--- config.mk ---
export PLATFORM = sky130hd
export DESIGN_NAME = clio_line_ctrl
export DESIGN_NICKNAME = d
export VERILOG_FILES = /design/src/inc/clio_pkg.sv /design/src/inc/clio_cls_if.sv /design/src/rtl/clio_hit_cmp.sv /design/src/rtl/clio_line_ctrl.sv
export SDC_FILE = /design/constraint.sdc
export NUM_CORES = 1
export LEC_CHECK = 0
export BUFFER_PORTS_ARGS = -buffer_cell sky130_fd_sc_hd__buf_2
export CAP_MARGIN = 20
export CORE_UTILIZATION = 40
export CTS_CLUSTER_SIZE = 28
export DETAILED_ROUTE_END_ITERATION = 12
export REMOVE_ABC_BUFFERS = 1
export SYNTH_ARGS = -nofsm -noshare
export SYNTH_HDL_FRONTEND = slang
export SYNTH_SLANG_ARGS = --single-unit
--- constraint.sdc ---
create_clock -name ref_clk -period 3.5 [get_ports ref_clk]
set_input_delay 0.525 -clock ref_clk [delete_from_list [all_inputs] [get_ports ref_clk]]
set_output_delay 0.525 -clock ref_clk [all_outputs]
set_load 0.01 [all_outputs]
--- src/inc/clio_pkg.sv ---
/*
 * Package for the camera line I/O control block: register indices,
 * field widths, reset values and the output origin enumeration.
 * Assumes a plain register port with word-wide data, one clock.
 */
package clio_pkg;

    // ************************************************************
    // Sizes
    // ************************************************************
    localparam int NUM_PINS    = 4;
    localparam int NUM_SOFT    = 4;
    localparam int ADDR_W      = 8;
    localparam int DATA_W      = 32;
    localparam int SEL_W       = 2;
    localparam int CLASS_W     = 8;
    localparam int CONF_W      = 16;
    localparam int ORIGIN_W    = 4;

    // ************************************************************
    // Register map (byte addresses, one word each)
    // ************************************************************
    localparam logic [ADDR_W-1:0] PIN_CHOOSER_ADDR     = 8'h00;
    localparam logic [ADDR_W-1:0] PIN_DIRECTION_ADDR   = 8'h04;
    localparam logic [ADDR_W-1:0] PIN_POLARITY_ADDR    = 8'h08;
    localparam logic [ADDR_W-1:0] PIN_LEVEL_ADDR       = 8'h0c;
    localparam logic [ADDR_W-1:0] ALL_PIN_LEVELS_ADDR  = 8'h10;
    localparam logic [ADDR_W-1:0] PIN_ORIGIN_ADDR      = 8'h14;
    localparam logic [ADDR_W-1:0] AUX_RAIL_ADDR        = 8'h18;
    localparam logic [ADDR_W-1:0] SOFT_CHOOSER_ADDR    = 8'h1c;
    localparam logic [ADDR_W-1:0] SOFT_LEVEL_ADDR      = 8'h20;
    localparam logic [ADDR_W-1:0] ALL_SOFT_LEVELS_ADDR = 8'h24;
    localparam logic [ADDR_W-1:0] MATCH_CLASS_ADDR     = 8'h28;
    localparam logic [ADDR_W-1:0] CONF_FLOOR_ADDR      = 8'h2c;

    // ************************************************************
    // Reset values
    // ************************************************************
    localparam logic [CLASS_W-1:0] MATCH_CLASS_RST = 8'h00;
    localparam logic [CONF_W-1:0]  CONF_FLOOR_RST  = 16'hffff;

    // ************************************************************
    // Output origin codes, in documented order
    // ************************************************************
    typedef enum logic [ORIGIN_W-1:0] {
        ORG_OFF, ORG_PIN0, ORG_PIN1, ORG_PIN2, ORG_PIN3,
        ORG_SOFT0, ORG_SOFT1, ORG_SOFT2, ORG_SOFT3,
        ORG_EXPOSING, ORG_TRIG_ARMED, ORG_CLASS_HIT, ORG_UART_TX
    } clio_origin_t;

endpackage : clio_pkg

--- src/inc/clio_cls_if.sv ---
/*
 * Interface carrying per-pin classifier settings to the hit comparator
 * and the hit flags back. Assumes one clock domain.
 */
interface clio_cls_if;
    logic [clio_pkg::NUM_PINS-1:0][clio_pkg::CLASS_W-1:0] match_class;
    logic [clio_pkg::NUM_PINS-1:0][clio_pkg::CONF_W-1:0]  conf_floor;
    logic [clio_pkg::CLASS_W-1:0]                          rep_class;
    logic [clio_pkg::CONF_W-1:0]                           rep_conf;
    logic                                                  rep_valid;
    logic [clio_pkg::NUM_PINS-1:0]                         hit;

    modport ctrl (output match_class, output conf_floor, output rep_class,
                  output rep_conf, output rep_valid, input hit);
    modport cmp  (input match_class, input conf_floor, input rep_class,
                  input rep_conf, input rep_valid, output hit);
endinterface : clio_cls_if

--- src/rtl/clio_hit_cmp.sv ---
/*
 * Per-pin classifier hit comparator with registered hit flags.
 * Assumes reported class and confidence are synchronous to ref_clk.
 */
module clio_hit_cmp (
    input  wire logic ref_clk,
    input  wire logic arst_n,
    input  wire logic clk_en,
    clio_cls_if.cmp   cls
);

    typedef struct packed {
        logic [clio_pkg::NUM_PINS-1:0] hit;
    } clio_cmp_state_t;

    clio_cmp_state_t st_reg;
    clio_cmp_state_t st_next;

    // Hit when class matches and confidence reaches floor
    always_comb begin
        st_next = st_reg;
        for (int i = 0; i < clio_pkg::NUM_PINS; i++) begin
            st_next.hit[i] = cls.rep_valid
                && (cls.rep_class == cls.match_class[i])
                && (cls.rep_conf >= cls.conf_floor[i]);
        end
    end

    // State register
    always_ff @(posedge ref_clk or negedge arst_n) begin
        if (!arst_n) begin
            st_reg <= '0;
        end else if (clk_en) begin
            st_reg <= st_next;
        end
    end

    assign cls.hit = st_reg.hit;
endmodule : clio_hit_cmp

--- src/rtl/clio_line_ctrl.sv ---
/*
 * Camera connector line I/O control: four lines with direction,
 * polarity, output origin select, level readback, soft outputs,
 * classifier match settings and aux rail switch.
 * Assumes a plain register port and pins synchronous to ref_clk.
 */
// The strobed register port and the register offsets are this design's own decisions.
module clio_line_ctrl (
    input  wire logic                               ref_clk,
    input  wire logic                               arst_n,
    input  wire logic                               clk_en,
    input  wire logic [clio_pkg::ADDR_W-1:0]        reg_addr,
    input  wire logic [clio_pkg::DATA_W-1:0]        reg_wdata,
    input  wire logic                               reg_wr,
    input  wire logic                               reg_rd,
    output logic      [clio_pkg::DATA_W-1:0]        reg_rdata,
    input  wire logic [clio_pkg::NUM_PINS-1:0]      pin_in,
    output logic      [clio_pkg::NUM_PINS-1:0]      pin_out,
    output logic      [clio_pkg::NUM_PINS-1:0]      pin_oe_n,
    output logic                                    aux_rail_switch,
    input  wire logic                               sensor_exposing_flag,
    input  wire logic                               trigger_armed_flag,
    input  wire logic                               uart_tx_path,
    input  wire logic [clio_pkg::CLASS_W-1:0]       classifier_class,
    input  wire logic [clio_pkg::CONF_W-1:0]        classifier_conf,
    input  wire logic                               classifier_valid
);

    // ************************************************************
    // State
    // ************************************************************
    typedef struct packed {
        logic [clio_pkg::SEL_W-1:0]                              pin_chooser;
        logic [clio_pkg::NUM_PINS-1:0]                           pin_direction;
        logic [clio_pkg::NUM_PINS-1:0]                           pin_polarity_flip;
        logic [clio_pkg::NUM_PINS-1:0][clio_pkg::ORIGIN_W-1:0]   pin_output_origin;
        logic                                                    aux_rail;
        logic [clio_pkg::SEL_W-1:0]                              soft_output_chooser;
        logic [clio_pkg::NUM_SOFT-1:0]                           soft_levels;
        logic [clio_pkg::NUM_PINS-1:0][clio_pkg::CLASS_W-1:0]    match_class;
        logic [clio_pkg::NUM_PINS-1:0][clio_pkg::CONF_W-1:0]     conf_floor;
        logic [clio_pkg::NUM_PINS-1:0]                           pin_out;
        logic [clio_pkg::NUM_PINS-1:0]                           pin_oe_n;
        logic [clio_pkg::NUM_PINS-1:0]                           levels;
        logic [clio_pkg::DATA_W-1:0]                             rdata;
    } clio_state_t;

    localparam clio_state_t ST_RST = '{
        pin_chooser:         '0,
        pin_direction:       '0,
        pin_polarity_flip:   '0,
        pin_output_origin:   '0,
        aux_rail:            1'b0,
        soft_output_chooser: '0,
        soft_levels:         '0,
        match_class:         {clio_pkg::NUM_PINS{clio_pkg::MATCH_CLASS_RST}},
        conf_floor:          {clio_pkg::NUM_PINS{clio_pkg::CONF_FLOOR_RST}},
        pin_out:             '0,
        pin_oe_n:            '1,
        levels:              '0,
        rdata:               '0
    };

    clio_state_t st_reg;
    clio_state_t st_next;

    // ************************************************************
    // Classifier comparator
    // ************************************************************
    clio_cls_if cls ();

    assign cls.match_class = st_reg.match_class;
    assign cls.conf_floor  = st_reg.conf_floor;
    assign cls.rep_class   = classifier_class;
    assign cls.rep_conf    = classifier_conf;
    assign cls.rep_valid   = classifier_valid;

    clio_hit_cmp u_hit (
        .ref_clk (ref_clk),
        .arst_n  (arst_n),
        .clk_en  (clk_en),
        .cls     (cls)
    );

    // ************************************************************
    // Pin levels and origin mux
    // ************************************************************
    logic [clio_pkg::NUM_PINS-1:0] line_level;
    logic [clio_pkg::NUM_PINS-1:0] origin_sig;

    // Pin level as seen logically: inputs take the pad value with polarity applied, outputs the origin source before polarity
    always_comb begin
        for (int i = 0; i < clio_pkg::NUM_PINS; i++) begin
            if (st_reg.pin_direction[i]) begin
                line_level[i] = origin_sig[i];
            end else begin
                line_level[i] = pin_in[i] ^ st_reg.pin_polarity_flip[i];
            end
        end
    end

    // Origin select per pin
    for (genvar g = 0; g < clio_pkg::NUM_PINS; g++) begin : g_origin
        logic src;

        always_comb begin
            case (clio_pkg::clio_origin_t'(st_reg.pin_output_origin[g]))
                clio_pkg::ORG_PIN0:       src = pin_in[0];
                clio_pkg::ORG_PIN1:       src = pin_in[1];
                clio_pkg::ORG_PIN2:       src = pin_in[2];
                clio_pkg::ORG_PIN3:       src = pin_in[3];
                clio_pkg::ORG_SOFT0:      src = st_reg.soft_levels[0];
                clio_pkg::ORG_SOFT1:      src = st_reg.soft_levels[1];
                clio_pkg::ORG_SOFT2:      src = st_reg.soft_levels[2];
                clio_pkg::ORG_SOFT3:      src = st_reg.soft_levels[3];
                clio_pkg::ORG_EXPOSING:   src = sensor_exposing_flag;
                clio_pkg::ORG_TRIG_ARMED: src = trigger_armed_flag;
                clio_pkg::ORG_CLASS_HIT:  src = cls.hit[g];
                clio_pkg::ORG_UART_TX:    src = uart_tx_path;
                default:                  src = 1'b0;
            endcase
        end

        assign origin_sig[g] = src;
    end

    // ************************************************************
    // Next state: register writes, reads, pin drive
    // ************************************************************
    always_comb begin
        st_next = st_reg;
        // Register writes, per-line fields indexed by the chooser
        if (reg_wr) begin
            case (reg_addr)
                clio_pkg::PIN_CHOOSER_ADDR:
                    st_next.pin_chooser = reg_wdata[clio_pkg::SEL_W-1:0];
                clio_pkg::PIN_DIRECTION_ADDR:
                    st_next.pin_direction[st_reg.pin_chooser] = reg_wdata[0];
                clio_pkg::PIN_POLARITY_ADDR:
                    st_next.pin_polarity_flip[st_reg.pin_chooser] = reg_wdata[0];
                clio_pkg::PIN_ORIGIN_ADDR:
                    st_next.pin_output_origin[st_reg.pin_chooser] =
                        reg_wdata[clio_pkg::ORIGIN_W-1:0];
                clio_pkg::AUX_RAIL_ADDR:
                    st_next.aux_rail = reg_wdata[0];
                clio_pkg::SOFT_CHOOSER_ADDR:
                    st_next.soft_output_chooser = reg_wdata[clio_pkg::SEL_W-1:0];
                clio_pkg::SOFT_LEVEL_ADDR:
                    st_next.soft_levels[st_reg.soft_output_chooser] = reg_wdata[0];
                clio_pkg::MATCH_CLASS_ADDR:
                    st_next.match_class[st_reg.pin_chooser] =
                        reg_wdata[clio_pkg::CLASS_W-1:0];
                clio_pkg::CONF_FLOOR_ADDR:
                    st_next.conf_floor[st_reg.pin_chooser] =
                        reg_wdata[clio_pkg::CONF_W-1:0];
                default: ;
            endcase
        end
        // Read data valid only the cycle after the strobe
        st_next.rdata = '0;
        if (reg_rd) begin
            case (reg_addr)
                clio_pkg::PIN_CHOOSER_ADDR:
                    st_next.rdata[clio_pkg::SEL_W-1:0] = st_reg.pin_chooser;
                clio_pkg::PIN_DIRECTION_ADDR:
                    st_next.rdata[0] = st_reg.pin_direction[st_reg.pin_chooser];
                clio_pkg::PIN_POLARITY_ADDR:
                    st_next.rdata[0] = st_reg.pin_polarity_flip[st_reg.pin_chooser];
                clio_pkg::PIN_LEVEL_ADDR:
                    st_next.rdata[0] = st_reg.levels[st_reg.pin_chooser];
                clio_pkg::ALL_PIN_LEVELS_ADDR:
                    st_next.rdata[clio_pkg::NUM_PINS-1:0] = st_reg.levels;
                clio_pkg::PIN_ORIGIN_ADDR:
                    st_next.rdata[clio_pkg::ORIGIN_W-1:0] =
                        st_reg.pin_output_origin[st_reg.pin_chooser];
                clio_pkg::AUX_RAIL_ADDR:
                    st_next.rdata[0] = st_reg.aux_rail;
                clio_pkg::SOFT_CHOOSER_ADDR:
                    st_next.rdata[clio_pkg::SEL_W-1:0] = st_reg.soft_output_chooser;
                clio_pkg::SOFT_LEVEL_ADDR:
                    st_next.rdata[0] = st_reg.soft_levels[st_reg.soft_output_chooser];
                clio_pkg::ALL_SOFT_LEVELS_ADDR:
                    st_next.rdata[clio_pkg::NUM_SOFT-1:0] = st_reg.soft_levels;
                clio_pkg::MATCH_CLASS_ADDR:
                    st_next.rdata[clio_pkg::CLASS_W-1:0] =
                        st_reg.match_class[st_reg.pin_chooser];
                clio_pkg::CONF_FLOOR_ADDR:
                    st_next.rdata[clio_pkg::CONF_W-1:0] =
                        st_reg.conf_floor[st_reg.pin_chooser];
                default: ;
            endcase
        end
        // Pin drive; all levels sampled together in one edge
        for (int i = 0; i < clio_pkg::NUM_PINS; i++) begin
            st_next.pin_oe_n[i] = ~st_reg.pin_direction[i];
            st_next.pin_out[i]  = st_reg.pin_direction[i]
                                  & (origin_sig[i] ^ st_reg.pin_polarity_flip[i]);
        end
        st_next.levels = line_level;
    end

    // State register
    always_ff @(posedge ref_clk or negedge arst_n) begin
        if (!arst_n) begin
            st_reg <= ST_RST;
        end else if (clk_en) begin
            st_reg <= st_next;
        end
    end

    // Outputs straight from flops
    assign reg_rdata       = st_reg.rdata;
    assign pin_out         = st_reg.pin_out;
    assign pin_oe_n        = st_reg.pin_oe_n;
    assign aux_rail_switch = st_reg.aux_rail;
endmodule : clio_line_ctrl

* After elaboration in Yosys (flattened, before gate mapping)
Index checks and enable logic that the tools add are counted.
Storage, ports and cells: flip-flop bits (word level) 161, output and inout bits 41
Operators by class: order comparisons 8, mux-type cells 44, reduce and logical (&&, ||, !) cells 20, equal/unequal tests 63, bitwise logic cells 16
Operators with widths (count):
- 4-bit equality test (second input constant) | 20
- 64-bit bitwise mux | 1
- 4-bit by 3-bit equality test with 1-bit output (second input constant) | 16
- 16-bit >= comparator | 4
- 1-bit one-hot mux with 12 select lines | 5
- 16-bit 2-to-1 mux | 3
- 16-bit binary-select mux with 2-bit select | 1
- 32-bit bitwise mux | 1
- 16-bit demux with 2-bit select | 1
- 4-bit by 2-bit equality test with 1-bit output (second input constant) | 8
- 8-bit by 5-bit equality test with 1-bit output (second input constant) | 4
- 8-bit by 6-bit equality test with 1-bit output (second input constant) | 4
- 8-bit equality test | 4
- 3-bit AND reduction | 9
- 8-bit 2-to-1 mux | 3
- 8-bit binary-select mux with 2-bit select | 1
- 16-bit bitwise mux | 1
- 8-bit demux with 2-bit select | 1
- 4-bit by 1-bit equality test with 1-bit output (second input constant) | 4
- 8-bit by 4-bit equality test with 1-bit output (second input constant) | 2
- 4-bit bitwise mux | 3
- 1-bit logical AND | 10
- 1-bit 2-to-1 mux | 10
- 2-bit one-hot mux with 5 select lines | 1
- 14 further kinds | 34

* Depth between registers and ports, before layout
Gate-level depths: netlist of run 1.
word-level depth 5, depth in mapped cells 9, mapped depth without buffers 8

* Hierarchy
Synthesis of run 1 repeated with hierarchy kept, for this count alone.
Second synthesis, totals: cell total of the unflattened synthesis 893, area, all modules 10462.5 um^2
By module, submodules not included:
- clio_line_ctrl | area an instance 8344.3 um^2, cells an instance 613, times used 1
- clio_hit_cmp | area an instance 2118.3 um^2, cells an instance 280, times used 1

* Worst setup path after synthesis of run 1
OpenSTA, ideal clock, no wires.
path kind input -> register, from input port reg_addr[4] (netlist name), to register st_reg, in the netlist cls.match_class[24], stages 7, required time 3375 ps, path buffers 2, slack 1383 ps, arrival 1992 ps, setup time 125 ps, cells stage by stage buf_6 nor4b_4 nor2b_1 buf_4 nand2_2 nor2_4 mux2_2
On the way: cells in the longest elaborated chain, start to end 2
Ends and longest elaborated chain:
- from (decl) | line clio_line_ctrl.sv:12 | input wire logic [clio_pkg::ADDR_W-1:0] reg_addr,
- 8-bit by 6-bit equality test with 1-bit output | line clio_line_ctrl.sv:134 | case (reg_addr)
- 3-bit AND reduction (no line)
- to (signal assigned) | line clio_line_ctrl.sv:207 | st_reg <= st_next;
- to (decl) | line clio_line_ctrl.sv:64 | clio_state_t st_reg;
No other way between the ends. A chain may end at the register's enable or synchronous reset.

* Final worst setup path of run 1
from register st_reg, in the netlist cls.conf_floor[48], to register u_hit.st_reg, in the netlist u_hit.cls.hit[3]
On the way: cells in the longest elaborated chain, start to end 2
Ends and longest elaborated chain:
- 16-bit >= comparator | line clio_hit_cmp.sv:25 | && (cls.rep_conf >= cls.conf_floor[i]);
- 1-bit logical AND | line clio_hit_cmp.sv:25
- to (signal assigned) | line clio_hit_cmp.sv:34 | st_reg <= st_next;
- to (decl) | line clio_hit_cmp.sv:16 | clio_cmp_state_t st_reg;
No other way between the ends.

==> run summary, run 1 <==
RUN STATUS
---------------------------------------------------------------------------------------
Result of the run                                                          complete, no violations

FLOORPLAN
---------------------------------------------------------------------------------------
Die boundary width                                                               161 um
Chip Height                                                                      161 um
Initial standard-cell utilization of the core                                     41.3%
Row count                                                                            57
Ports                                                                               118
Core footprint                                                              24600 sq um
Die Footprint                                                               26100 sq um

STA
---------------------------------------------------------------------------------------
Worst slew pin tran                                                            0.878 ns
Timing-limited maximum frequency                                                389 MHz
Setup repair after global routing missed its margin                               false
Fin. Hold Viols                                                                       0
Max-Slew Margin vs Limit                                                          41.0%
Worst-case hold slack                                                          0.117 ns
Final slew viol count                                                                 0
Total negative slack                                                               0 ns
Final setup margin                                                             0.930 ns
Period utilisation layout                                                         73.4%
Setup violations, final                                                               0
Min Clock Period, post-route                                                    2.57 ns
Post-Route Skew                                                               0.0147 ns

CRITICAL PATH
---------------------------------------------------------------------------------------
Endpoint kind of the worst setup timing path                                  flip-flop
Worst setup path class                                                     flip-flop to flip-flop
Worst Setup Start Kind                                                        flip-flop
Gate family responsible for the most delay along the worst path            compound AO/OA/AOI/OAI gates
Worst Path Buf+Inv                                                                    0
Highest net fanout along the worst path                                               3
Worst path cell trace                                                      ha_1 -> nand2b_1 -> a2111oi_0 -> o211ai_1 -> a211oi_1 -> o21ai_0 -> a22o_1
Arrival time at the worst endpoint                                              2.89 ns
CP peak stage delay                                                             0.61 ns
CP required                                                                     3.82 ns
Cell with the largest stage delay on the worst path                           a2111oi_0

SYNTH
---------------------------------------------------------------------------------------
Top FF cell, synth                                                              dfrtp_1
Leading area contributor after synthesis                                        dfrtp_1
Top post-synthesis cells by area                                           dfrtp_1 23%, dfstp_2 18%, mux2_2 9.1%, mux4_2 8.9%, ha_1 7.9%
Async set-or-reset flop fraction in the synthesized netlist                        100%
Fraction of the mapped netlist area in compound gates                             11.2%
Count of mapped cells out of synthesis                                              927
Yosys top cell area share                                                         22.9%
Post-Synth Simple-Gate Area                                                       9.43%
Netlist Area Pre-Place                                                      10200 sq um
Synth warn                                                                            0
Adder-cell share of the synthesized area                                          7.88%
Proportion of synthesized area in mux cells                                       19.5%
Post-synth EDFFs                                                                      0
Largest family of logic cells by synthesized area                          multiplexers
Part of the Yosys area used for sequential elements                               40.5%
Xor/xnor cell area share of the yosys netlist                                     3.79%
Cell variety after synth                                                             58
Post-Syn Area per Cell                                                       11.0 sq um
Count of state elements after synthesis                                             161

GRT
---------------------------------------------------------------------------------------
GR Util All Layers                                                                20.3%
Via count of the first global-routing pass                                         7057
First-pass GRT wire length                                                     40300 um
Total overflow reported by the global router                                          0
Number of antenna violations at the first check in global routing                     0
Pin count of the biggest net entering global routing                                 70

CLOCKING
---------------------------------------------------------------------------------------
Count of cells resized by post-cts repair                                             0
Number of hold buffers added after CTS                                                0
Cts bufs inserted                                                                    17
Sink Count                                                                          161
Source-to-sink clock delay at the later pin of the worst-skew pair              0.44 ns
H-tree Lvls                                                                           4
Clock transition at the registers of the reported paths                         0.07 ns
CTS Buffer Depth                                                                      2
CTS tree                                                                           done
Post-CTS setup buffer count                                                           0
Clock root buffer                                                             clkbuf_16

FINAL LAYOUT
---------------------------------------------------------------------------------------
Largest register FFs                                                                 64
Net count reported at finish                                                       1115
Final standard cell count with taps included and fillers excluded                  1311
Proportion of layout cells with a drive suffix above 1                            34.9%
Layout filler cell count                                                           2295
Antenna diode count                                                                   0
Area growth from synthesis to layout                                              11.2%

PLACED DESIGN
---------------------------------------------------------------------------------------
Dpl cells                                                                          1279
Count of buffers inserted at the top-level ports                                     85
Placer Congestion                                                                 0.841
Post-DP HPWL                                                                   18200 um
Worst Setup Slack post-DPL                                                     0.721 ns

POWER AND IR DROP
---------------------------------------------------------------------------------------
Leakage dissipation                                                             5.30 nW
Maximum resistive drop on vdd                                                  0.315 mV
Ratio of total power to cell area                                           371 nW/um^2

ROUTE
---------------------------------------------------------------------------------------
Post-DR wirelength/cell                                                         19.3 um
Aggregate routed wire length                                                   25300 um
Pre-Repair DR Iteration Count                                                         5
Vias per Instance                                                                  5.42
DRC errors left                                                                       0
Total number of vias                                                               7100
Number of violations reported at the end of detailed-routing iteration 0            388
Final ANT Viol Nets                                                                   0

RUN
---------------------------------------------------------------------------------------
Number of maximum-capacitance constraint violations                                   0

WORST HOLD PATH
---------------------------------------------------------------------------------------
Classification of the worst-slack hold path                                input pin to async pin

-- stage by stage --
step	utilization [%]	total power [W]	cell area [sq um]
2_1_floorplan	-	0.00211	9710
3_3_place_gp	43.4	0.00230	10700
3_5_place_dp	43.4	0.00231	10700
4_1_cts	45.9	0.00424	11300
5_1_grt	45.9	0.00434	11300
6_report	45.9	0.00419	11300
-- cells by family after synthesis --
group                    after synthesis
AO/OA/AOI/OAI                        180
XOR/XNOR                              44
adder cells (fa/ha/maj)               64
buffers and inverters                158
flip-flops                           161
multiplexers                         137
other                                  1
AND/OR/NAND/NOR                      182
-- placed cells by master (no fill, tap or decap), types with 17 or more instances in the layout --
cell,count
mux2_2,82
dfrtp_1,91
mux4_2,40
inv_1,72
clkbuf_16,17
dfstp_2,68
nand2_1,76
a21o_1,17
buf_2,84
a21oi_1,29
o21ai_0,62
xnor2_1,28
ha_1,64
-- report_power, final --
group / switching, W / total (W) / internal, W / leakage (nW)
logic: 0.000216 / 0.000356 / 0.000139 / 3.01
registers: 0.0000265 / 0.00192 / 0.00189 / 2.00
clock network: 0.000891 / 0.00192 / 0.00103 / 0.294
-- final cells by class --
class	count	area, sq um	share of cell area, %
multi-input cells	623	5330	47.1
flip-flops and latches	161	4120	36.4
repair buffers	99	562	4.97
clock buffers	17	425	3.76
well taps	324	405	3.59
inverters	72	270	2.39
clock inverters	15	195	1.73
-- metal layers --
| layer | vias up | track usage, % | wire length [um] |
|---|---|---|---|
| li1 | 3362 | - | - |
| met1 | 3518 | 27.9 | 11800 |
| met2 | 193 | 32.7 | 11900 |
| met3 | 27 | 3.93 | 1280 |
| met4 | 0 | 5.06 | 382 |
| met5 | - | 0 | 0 |
-- cell usage after synthesis (3+ instances only) --
master     count
a2111oi_0      3
a211oi_1       8
a21o_1        17
a21oi_1       29
a22o_1        15
a22oi_1        5
a31o_2         4
a31oi_1        5
buf_2         16
buf_4         41
clkbuf_1      25
dfrtp_1       93
dfstp_2       68
ha_1          64
inv_1         72
mux2_2        82
mux2i_1       13
mux4_2        40
nand2_1       76
nand2b_1      13
nand3_1       12
nand4_1       13
nor2_1        16
nor2_2         3
nor2_4         3
nor2b_1       13
nor3_1         8
nor3b_1        5
nor4_1         5
o211ai_1      10
o21a_1         3
o21ai_0       62
o21ai_1        9
xnor2_1       28
xor2_1        16
-- final timing paths --
| path | start | to | slack [ns] | cells after the start |
|---|---|---|---|---|
| min in group ref_clk | reg_wdata[13] | cls.conf_floor[61] | 0.32 | 3 |
| max in group asynchronous | arst_n | cls.conf_floor[31] | 2.50 | 2 |
| hold / removal | arst_n | st_reg[169] | 0.12 | 1 |
| setup / recovery | cls.conf_floor[48] | u_hit.cls.hit[3] | 0.93 | 7 |
| hold reg to reg | pin_oe_n[3] | pin_oe_n[3] | 0.49 | 2 |
| setup reg to reg | cls.conf_floor[48] | u_hit.cls.hit[3] | 0.93 | 7 |
No activity file was read; power rests on OpenSTA's default activity.
==> run 2, diff against run 1 <==
Clock period 3.5 ns to 2.5 ns, I/O delays scaled along.
==> run summary, run 2 (same netlist as run 1, synthesis figures left out) <==
FINAL LAYOUT
---------------------------------------------------------------------------------------
Layout filler cell count                                                           2290   -0.22%
Proportion of layout cells with a drive suffix above 1                            35.9%   +1.0 points
Net count reported at finish                                                       1131   +1.4%
Largest register FFs                                                                 64   unchanged
Highest-count cells in the layout ignoring fill and taps                   91 x dfrtp_1, 84 x buf_2, 82 x mux2_2
Area growth from synthesis to layout                                              12.4%
Antenna diode count                                                                   0   unchanged
Util after Layout                                                                 46.5%   +0.53 points
Most frequent standard cell in the layout excluding fill and tap cells          dfrtp_1

STA
---------------------------------------------------------------------------------------
Setup repair after global routing missed its margin                               false
Min Clock Period, post-route                                                    2.28 ns   -0.287 ns
Worst slew pin tran                                                            0.700 ns   -0.178 ns
Fin. Hold Viols                                                                       0   unchanged
Setup violations, final                                                               0   unchanged
Final slew viol count                                                                 0   unchanged
Timing-limited maximum frequency                                                438 MHz   +13%
Post-Route Skew                                                               0.0133 ns   -0.00142 ns
Period utilisation layout                                                         91.3%   +18 points
Max-Slew Margin vs Limit                                                          52.9%   +12 points

ROUTE
---------------------------------------------------------------------------------------
Vias per Instance                                                                  5.31   -2.0%
Number of violations reported at the end of detailed-routing iteration 0            342   -12%
Aggregate routed wire length                                                   25300 um   -0.11%
Post-DR wirelength/cell                                                         19.0 um   -1.3%
DRC errors left                                                                       0   unchanged
Final ANT Viol Nets                                                                   0   unchanged
Total number of vias                                                               7046   -0.76%
Pre-Repair DR Iteration Count                                                         4   -1

POWER AND IR DROP
---------------------------------------------------------------------------------------
Leakage dissipation                                                             5.38 nW   +1.6%
Maximum resistive drop on vdd                                                  0.377 mV   +19%
Total Power                                                                   0.00579 W   +38%
Ratio of total power to cell area                                           506 nW/um^2   +36%

CRITICAL PATH
---------------------------------------------------------------------------------------
Worst Path Buf+Inv                                                                    0   unchanged
Worst setup path class                                                     flip-flop to flip-flop
Worst Setup SP                                                             cls.conf_floor[0]
CP required                                                                     2.82 ns   -1.00 ns
Worst path cell trace                                                      ha_1 -> nand2b_1 -> a2111oi_0 -> o211ai_1 -> a211oi_1 -> o21ai_0 -> a22o_1
Cell with the largest stage delay on the worst path                             dfstp_2
RR Startpoint                                                              cls.conf_floor[0]
Gate family responsible for the most delay along the worst path            compound AO/OA/AOI/OAI gates
Arrival time at the worst endpoint                                              2.60 ns   -0.29 ns
Endpoint kind of the worst setup timing path                                  flip-flop
Worst Setup Start Kind                                                        flip-flop
Highest net fanout along the worst path                                               3   unchanged
CP peak stage delay                                                             0.55 ns   -0.06 ns

CLOCKING
---------------------------------------------------------------------------------------
CTS tree                                                                           done
Clock transition at the registers of the reported paths                         0.07 ns   about the same
Source-to-sink clock delay at the later pin of the worst-skew pair              0.44 ns   about the same
Sink Count                                                                          161   unchanged
Post-CTS setup buffer count                                                           0   unchanged
CTS Buffer Depth                                                                      2   unchanged
Clock root buffer                                                             clkbuf_16
Cts bufs inserted                                                                    17   unchanged
H-tree Lvls                                                                           4   unchanged

RUN
---------------------------------------------------------------------------------------
Number of maximum-capacitance constraint violations                                   0   unchanged

WORST HOLD PATH
---------------------------------------------------------------------------------------
Classification of the worst-slack hold path                                input pin to flip-flop
Hold Startpoint                                                            reg_wdata[14]

FLOORPLAN
---------------------------------------------------------------------------------------
Row count                                                                            57   unchanged
Initial standard-cell utilization of the core                                     41.3%   unchanged
Die boundary width                                                               161 um   unchanged
Chip Height                                                                      161 um   unchanged
Core footprint                                                              24600 sq um   unchanged
Die Footprint                                                               26100 sq um   unchanged
Ports                                                                               118   unchanged

PLACED DESIGN
---------------------------------------------------------------------------------------
Count of buffers inserted at the top-level ports                                     85   unchanged
Post-DP HPWL                                                                   19000 um   +4.7%
Placer Congestion                                                                 0.858   +2.1%

GRT
---------------------------------------------------------------------------------------
Via count of the first global-routing pass                                         7043   -0.20%
First-pass GRT wire length                                                     40400 um   +0.29%
Total overflow reported by the global router                                          0   unchanged
Pin count of the biggest net entering global routing                                 53   -24%
GR Util All Layers                                                                20.5%   +0.21 points
Number of antenna violations at the first check in global routing                     0   unchanged

RUN STATUS
---------------------------------------------------------------------------------------
Result of the run                                                          complete, no violations

[run 2: cell types whose count changed in the layout (fill, tap and decap cells not counted), sizes merged]
| cell | before | now |
|---|---|---|
| dlygate4sd3 | 0 | 1 |
| clkinv | 7 | 5 |
| inv | 77 | 79 |
| buf | 99 | 114 |
[run 2: metal layers]
layer / global-route usage [%] / up-vias / wire (um)
met1: 28.9 / 3465 / 12100
met3: 3.34 / 23 / 1050
met5: 0 / - / 0
met4: 5.70 / 0 / 350
met2: 32.4 / 168 / 11700
li1: - / 3390 / -
[run 2: metrics by stage]
step	setup TNS, ns	instance area [sq um]	worst slack (ns)	hold WS (ns)	cells
2_1_floorplan	-13.58	9710	-0.524	0.0794	856
3_3_place_gp	0	10800	0.173	0.366	1294
3_5_place_dp	0	10800	0.151	0.366	1294
4_1_cts	0	11400	0.159	0.154	1327
5_1_grt	0	11400	0.0489	0.165	1327
6_report	0	11400	0.217	0.166	1327
[run 2: timing repair]
| action | 4_1_cts | 5_1_grt |
|---|---|---|
| hold buffers | 1 | 0 |
| endpoints found under the hold margin | 25 | 0 |
| resized for setup | 0 | 1 |
| endpoints found under the setup margin | 0 | 1 |
[run 2: layout make-up]
type / instances / area [sq um] / area share [%]
Sequential cell: 161 / 4120 / 36.0
Timing Repair Buffer: 115 / 734 / 6.42
Tap cell: 324 / 405 / 3.55
Inverter: 72 / 270 / 2.36
Clock buffer: 17 / 425 / 3.72
Multi-Input combinational cell: 623 / 5330 / 46.6
Clock inverter: 15 / 148 / 1.29
[run 2: path summary, 6_finish.rpt]
kind	depth (start not counted)	to	slack (ns)
min in group asynchronous	2	st_reg[168]	0.46
min	3	cls.conf_floor[62]	0.17
max in group asynchronous	3	cls.conf_floor[16]	1.24
min reg2reg	2	pin_oe_n[1]	0.49
max reg2reg	7	u_hit.cls.hit[0]	0.22
max	7	u_hit.cls.hit[0]	0.22
[run 2: worst reg2reg max path, delay by kind of cell (launching register included)]
kind	cells	cell delay (ns)
flip-flops	1	0.55
AO/OA/AOI/OAI	5	1.26
AND/OR/NAND/NOR	1	0.14
adder cells (fa/ha/maj)	1	0.22
[run 2: report_power, final]
| part | internal [W] | switching, W | leakage [nW] |
|---|---|---|---|
| sequential | 0.00265 | 0.0000331 | 2.00 |
| clock | 0.00140 | 0.00119 | 0.279 |
| combinational | 0.000208 | 0.000310 | 3.11 |
| total | 0.00426 | 0.00153 | 5.38 |
==> run 3, diff against run 2 <==
Settings changed: GPL_TIMING_DRIVEN from default to 0.
==> run summary, run 3 (same netlist as run 1, synthesis figures left out) <==
STA
---------------------------------------------------------------------------------------
Max-Slew Margin vs Limit                                                          24.7%   -28 points
Final setup margin                                                             0.141 ns   -0.0762 ns
Timing-limited maximum frequency                                                424 MHz   -3.2%
Post-Route Skew                                                              0.00895 ns   -0.00431 ns
Fin. Hold Viols                                                                       0   unchanged
Worst slew pin tran                                                             1.12 ns   +0.418 ns
Period utilisation layout                                                         94.4%   +3.0 points
Final slew viol count                                                                 0   unchanged
Setup repair after global routing missed its margin                               false
Min Clock Period, post-route                                                    2.36 ns   +0.0762 ns
Setup violations, final                                                               0   unchanged

FINAL LAYOUT
---------------------------------------------------------------------------------------
Area growth from synthesis to layout                                              11.8%
Most frequent standard cell in the layout excluding fill and tap cells          dfrtp_1
Antenna diode count                                                                   0   unchanged
Largest register FFs                                                                 64   unchanged
Net count reported at finish                                                       1108   -2.0%
Final instance area                                                         11400 sq um   -0.54%
Final standard cell count with taps included and fillers excluded                  1304   -1.7%
Highest-count cells in the layout ignoring fill and taps                   91 x dfrtp_1, 84 x buf_2, 82 x mux2_2
Layout filler cell count                                                           2319   +1.3%
Proportion of layout cells with a drive suffix above 1                            34.3%   -1.6 points

CRITICAL PATH
---------------------------------------------------------------------------------------
Highest net fanout along the worst path                                               3   unchanged
Worst setup path class                                                     flip-flop to flip-flop
Endpoint kind of the worst setup timing path                                  flip-flop
Register-to-register setup slack                                                0.14 ns   -0.08 ns
Arrival time at the worst endpoint                                              2.67 ns   +0.07 ns
Terminus of the critical flop-to-flop path                                 u_hit.cls.hit[1]
Worst Setup Start Kind                                                        flip-flop
Number of cells traversed by the worst register-to-register path                      7   unchanged
CP required                                                                     2.81 ns   about the same
Capture point of the worst path                                            u_hit.cls.hit[1]
Worst Setup SP                                                             cls.conf_floor[16]
RR Startpoint                                                              cls.conf_floor[16]

FLOORPLAN
---------------------------------------------------------------------------------------
Chip Height                                                                      161 um   unchanged
Row count                                                                            57   unchanged
Die Footprint                                                               26100 sq um   unchanged
Core footprint                                                              24600 sq um   unchanged
Die boundary width                                                               161 um   unchanged
Initial standard-cell utilization of the core                                     41.3%   unchanged
Ports                                                                               118   unchanged

WORST HOLD PATH
---------------------------------------------------------------------------------------
Classification of the worst-slack hold path                                input pin to flip-flop

CLOCKING
---------------------------------------------------------------------------------------
Post-CTS setup buffer count                                                           0   unchanged
Clock root buffer                                                             clkbuf_16
CTS Buffer Depth                                                                      2   unchanged
Source-to-sink clock delay at the later pin of the worst-skew pair              0.43 ns   about the same
Sink Count                                                                          161   unchanged
H-tree Lvls                                                                           4   unchanged
Clock transition at the registers of the reported paths                         0.06 ns   about the same
CTS tree                                                                           done
Cts bufs inserted                                                                    17   unchanged

POWER AND IR DROP
---------------------------------------------------------------------------------------
Total Power                                                                   0.00596 W   +3.1%
Maximum resistive drop on vdd                                                  0.381 mV   +1.2%
Leakage dissipation                                                             5.30 nW   -1.5%
Ratio of total power to cell area                                           524 nW/um^2   +3.6%

ROUTE
---------------------------------------------------------------------------------------
Pre-Repair DR Iteration Count                                                         5   +1
DRC errors left                                                                       0   unchanged
Aggregate routed wire length                                                   25200 um   about the same
Number of violations reported at the end of detailed-routing iteration 0            468   +37%
Final ANT Viol Nets                                                                   0   unchanged
Total number of vias                                                               7065   +0.27%
Vias per Instance                                                                  5.42   +2.0%
Post-DR wirelength/cell                                                         19.4 um   +1.7%

RUN STATUS
---------------------------------------------------------------------------------------
Result of the run                                                          complete, no violations

PLACED DESIGN
---------------------------------------------------------------------------------------
Placement Cell Area                                                         10700 sq um   -1.3%
Dpl cells                                                                          1271   -1.8%
Worst Setup Slack post-DPL                                                    -0.602 ns   -0.752 ns
Placer Congestion                                                                 0.860   +0.14%
Count of buffers inserted at the top-level ports                                     85   unchanged
Post-DP HPWL                                                                   18400 um   -3.1%

GRT
---------------------------------------------------------------------------------------
First-pass GRT wire length                                                     40200 um   -0.60%
GR Util All Layers                                                                20.3%   -0.17 points
Number of antenna violations at the first check in global routing                     0   unchanged
Pin count of the biggest net entering global routing                                111   +110%
Total overflow reported by the global router                                          0   unchanged
Via count of the first global-routing pass                                         7087   +0.62%

RUN
---------------------------------------------------------------------------------------
Number of maximum-capacitance constraint violations                                   0   unchanged

-- run 3: timing repair --
action	4_1_cts	5_1_grt
endpoints found under the hold margin	47	0
resized for setup	1	8
endpoints found under the setup margin	3	49
hold buffers	1	0
-- run 3: area by class of cell --
| class | instances | area (sq um) | share of cell area [%] |
|---|---|---|---|
| Multi-Input combinational cell | 623 | 5360 | 47.1 |
| Clock inverter | 9 | 156 | 1.38 |
| Sequential cell | 161 | 4120 | 36.2 |
| Timing Repair Buffer | 92 | 596 | 5.24 |
| Inverter | 72 | 270 | 2.38 |
| Tap cell | 324 | 405 | 3.57 |
| Clock buffer | 23 | 468 | 4.12 |
-- run 3: stage by stage --
| stage | utilization [%] | hold WS, ns | setup TNS, ns |
|---|---|---|---|
| finish | 46.2 | 0.176 | 0 |
| global route | 46.2 | 0.182 | 0 |
| CTS | 46.1 | 0.158 | -0.297 |
| detailed placement | 43.5 | 0.327 | -22.18 |
| global placement | 42.8 | 0.476 | -338.20 |
| floorplan | - | 0.0794 | -13.58 |
-- run 3: worst min-delay path by stage --
stage,slack [ns],end,from,cells after the start
after detailed placement,0.33,st_reg[154],arst_n,1
after floorplan,0.08,aux_rail_switch,arst_n,0
after global routing,0.18,cls.conf_floor[61],reg_wdata[13],3
after global placement,0.48,pin_oe_n[0],pin_oe_n[0],2
after CTS,0.16,cls.conf_floor[61],reg_wdata[13],3
final,0.18,cls.conf_floor[61],reg_wdata[13],3
-- run 3: metal layers --
metal  track usage, %  vias to the layer above  routed length [um]
met4             4.67                        0                 298
met2             31.5                      208               11700
li1                 -                     3338                   -
met5                0                        -                   0
met3             4.19                       21                1170
met1             29.0                     3498               12100
-- run 3: worst max-delay path: stages (launching register included) --
cell and delay (ns):
dfstp_2 0.55, ha_1 0.22, nand2b_1 0.15, a2111oi_0 0.49, o21bai_1 0.14, a221oi_1 0.38, o211a_1 0.23, o2bb2ai_1 0.08
-- run 3: power breakdown --
group          switching [W]  total [W]  internal (W)
clock network        0.00105    0.00278       0.00173
registers          0.0000346    0.00268       0.00265
logic               0.000306   0.000502      0.000195
total                0.00139    0.00596       0.00457
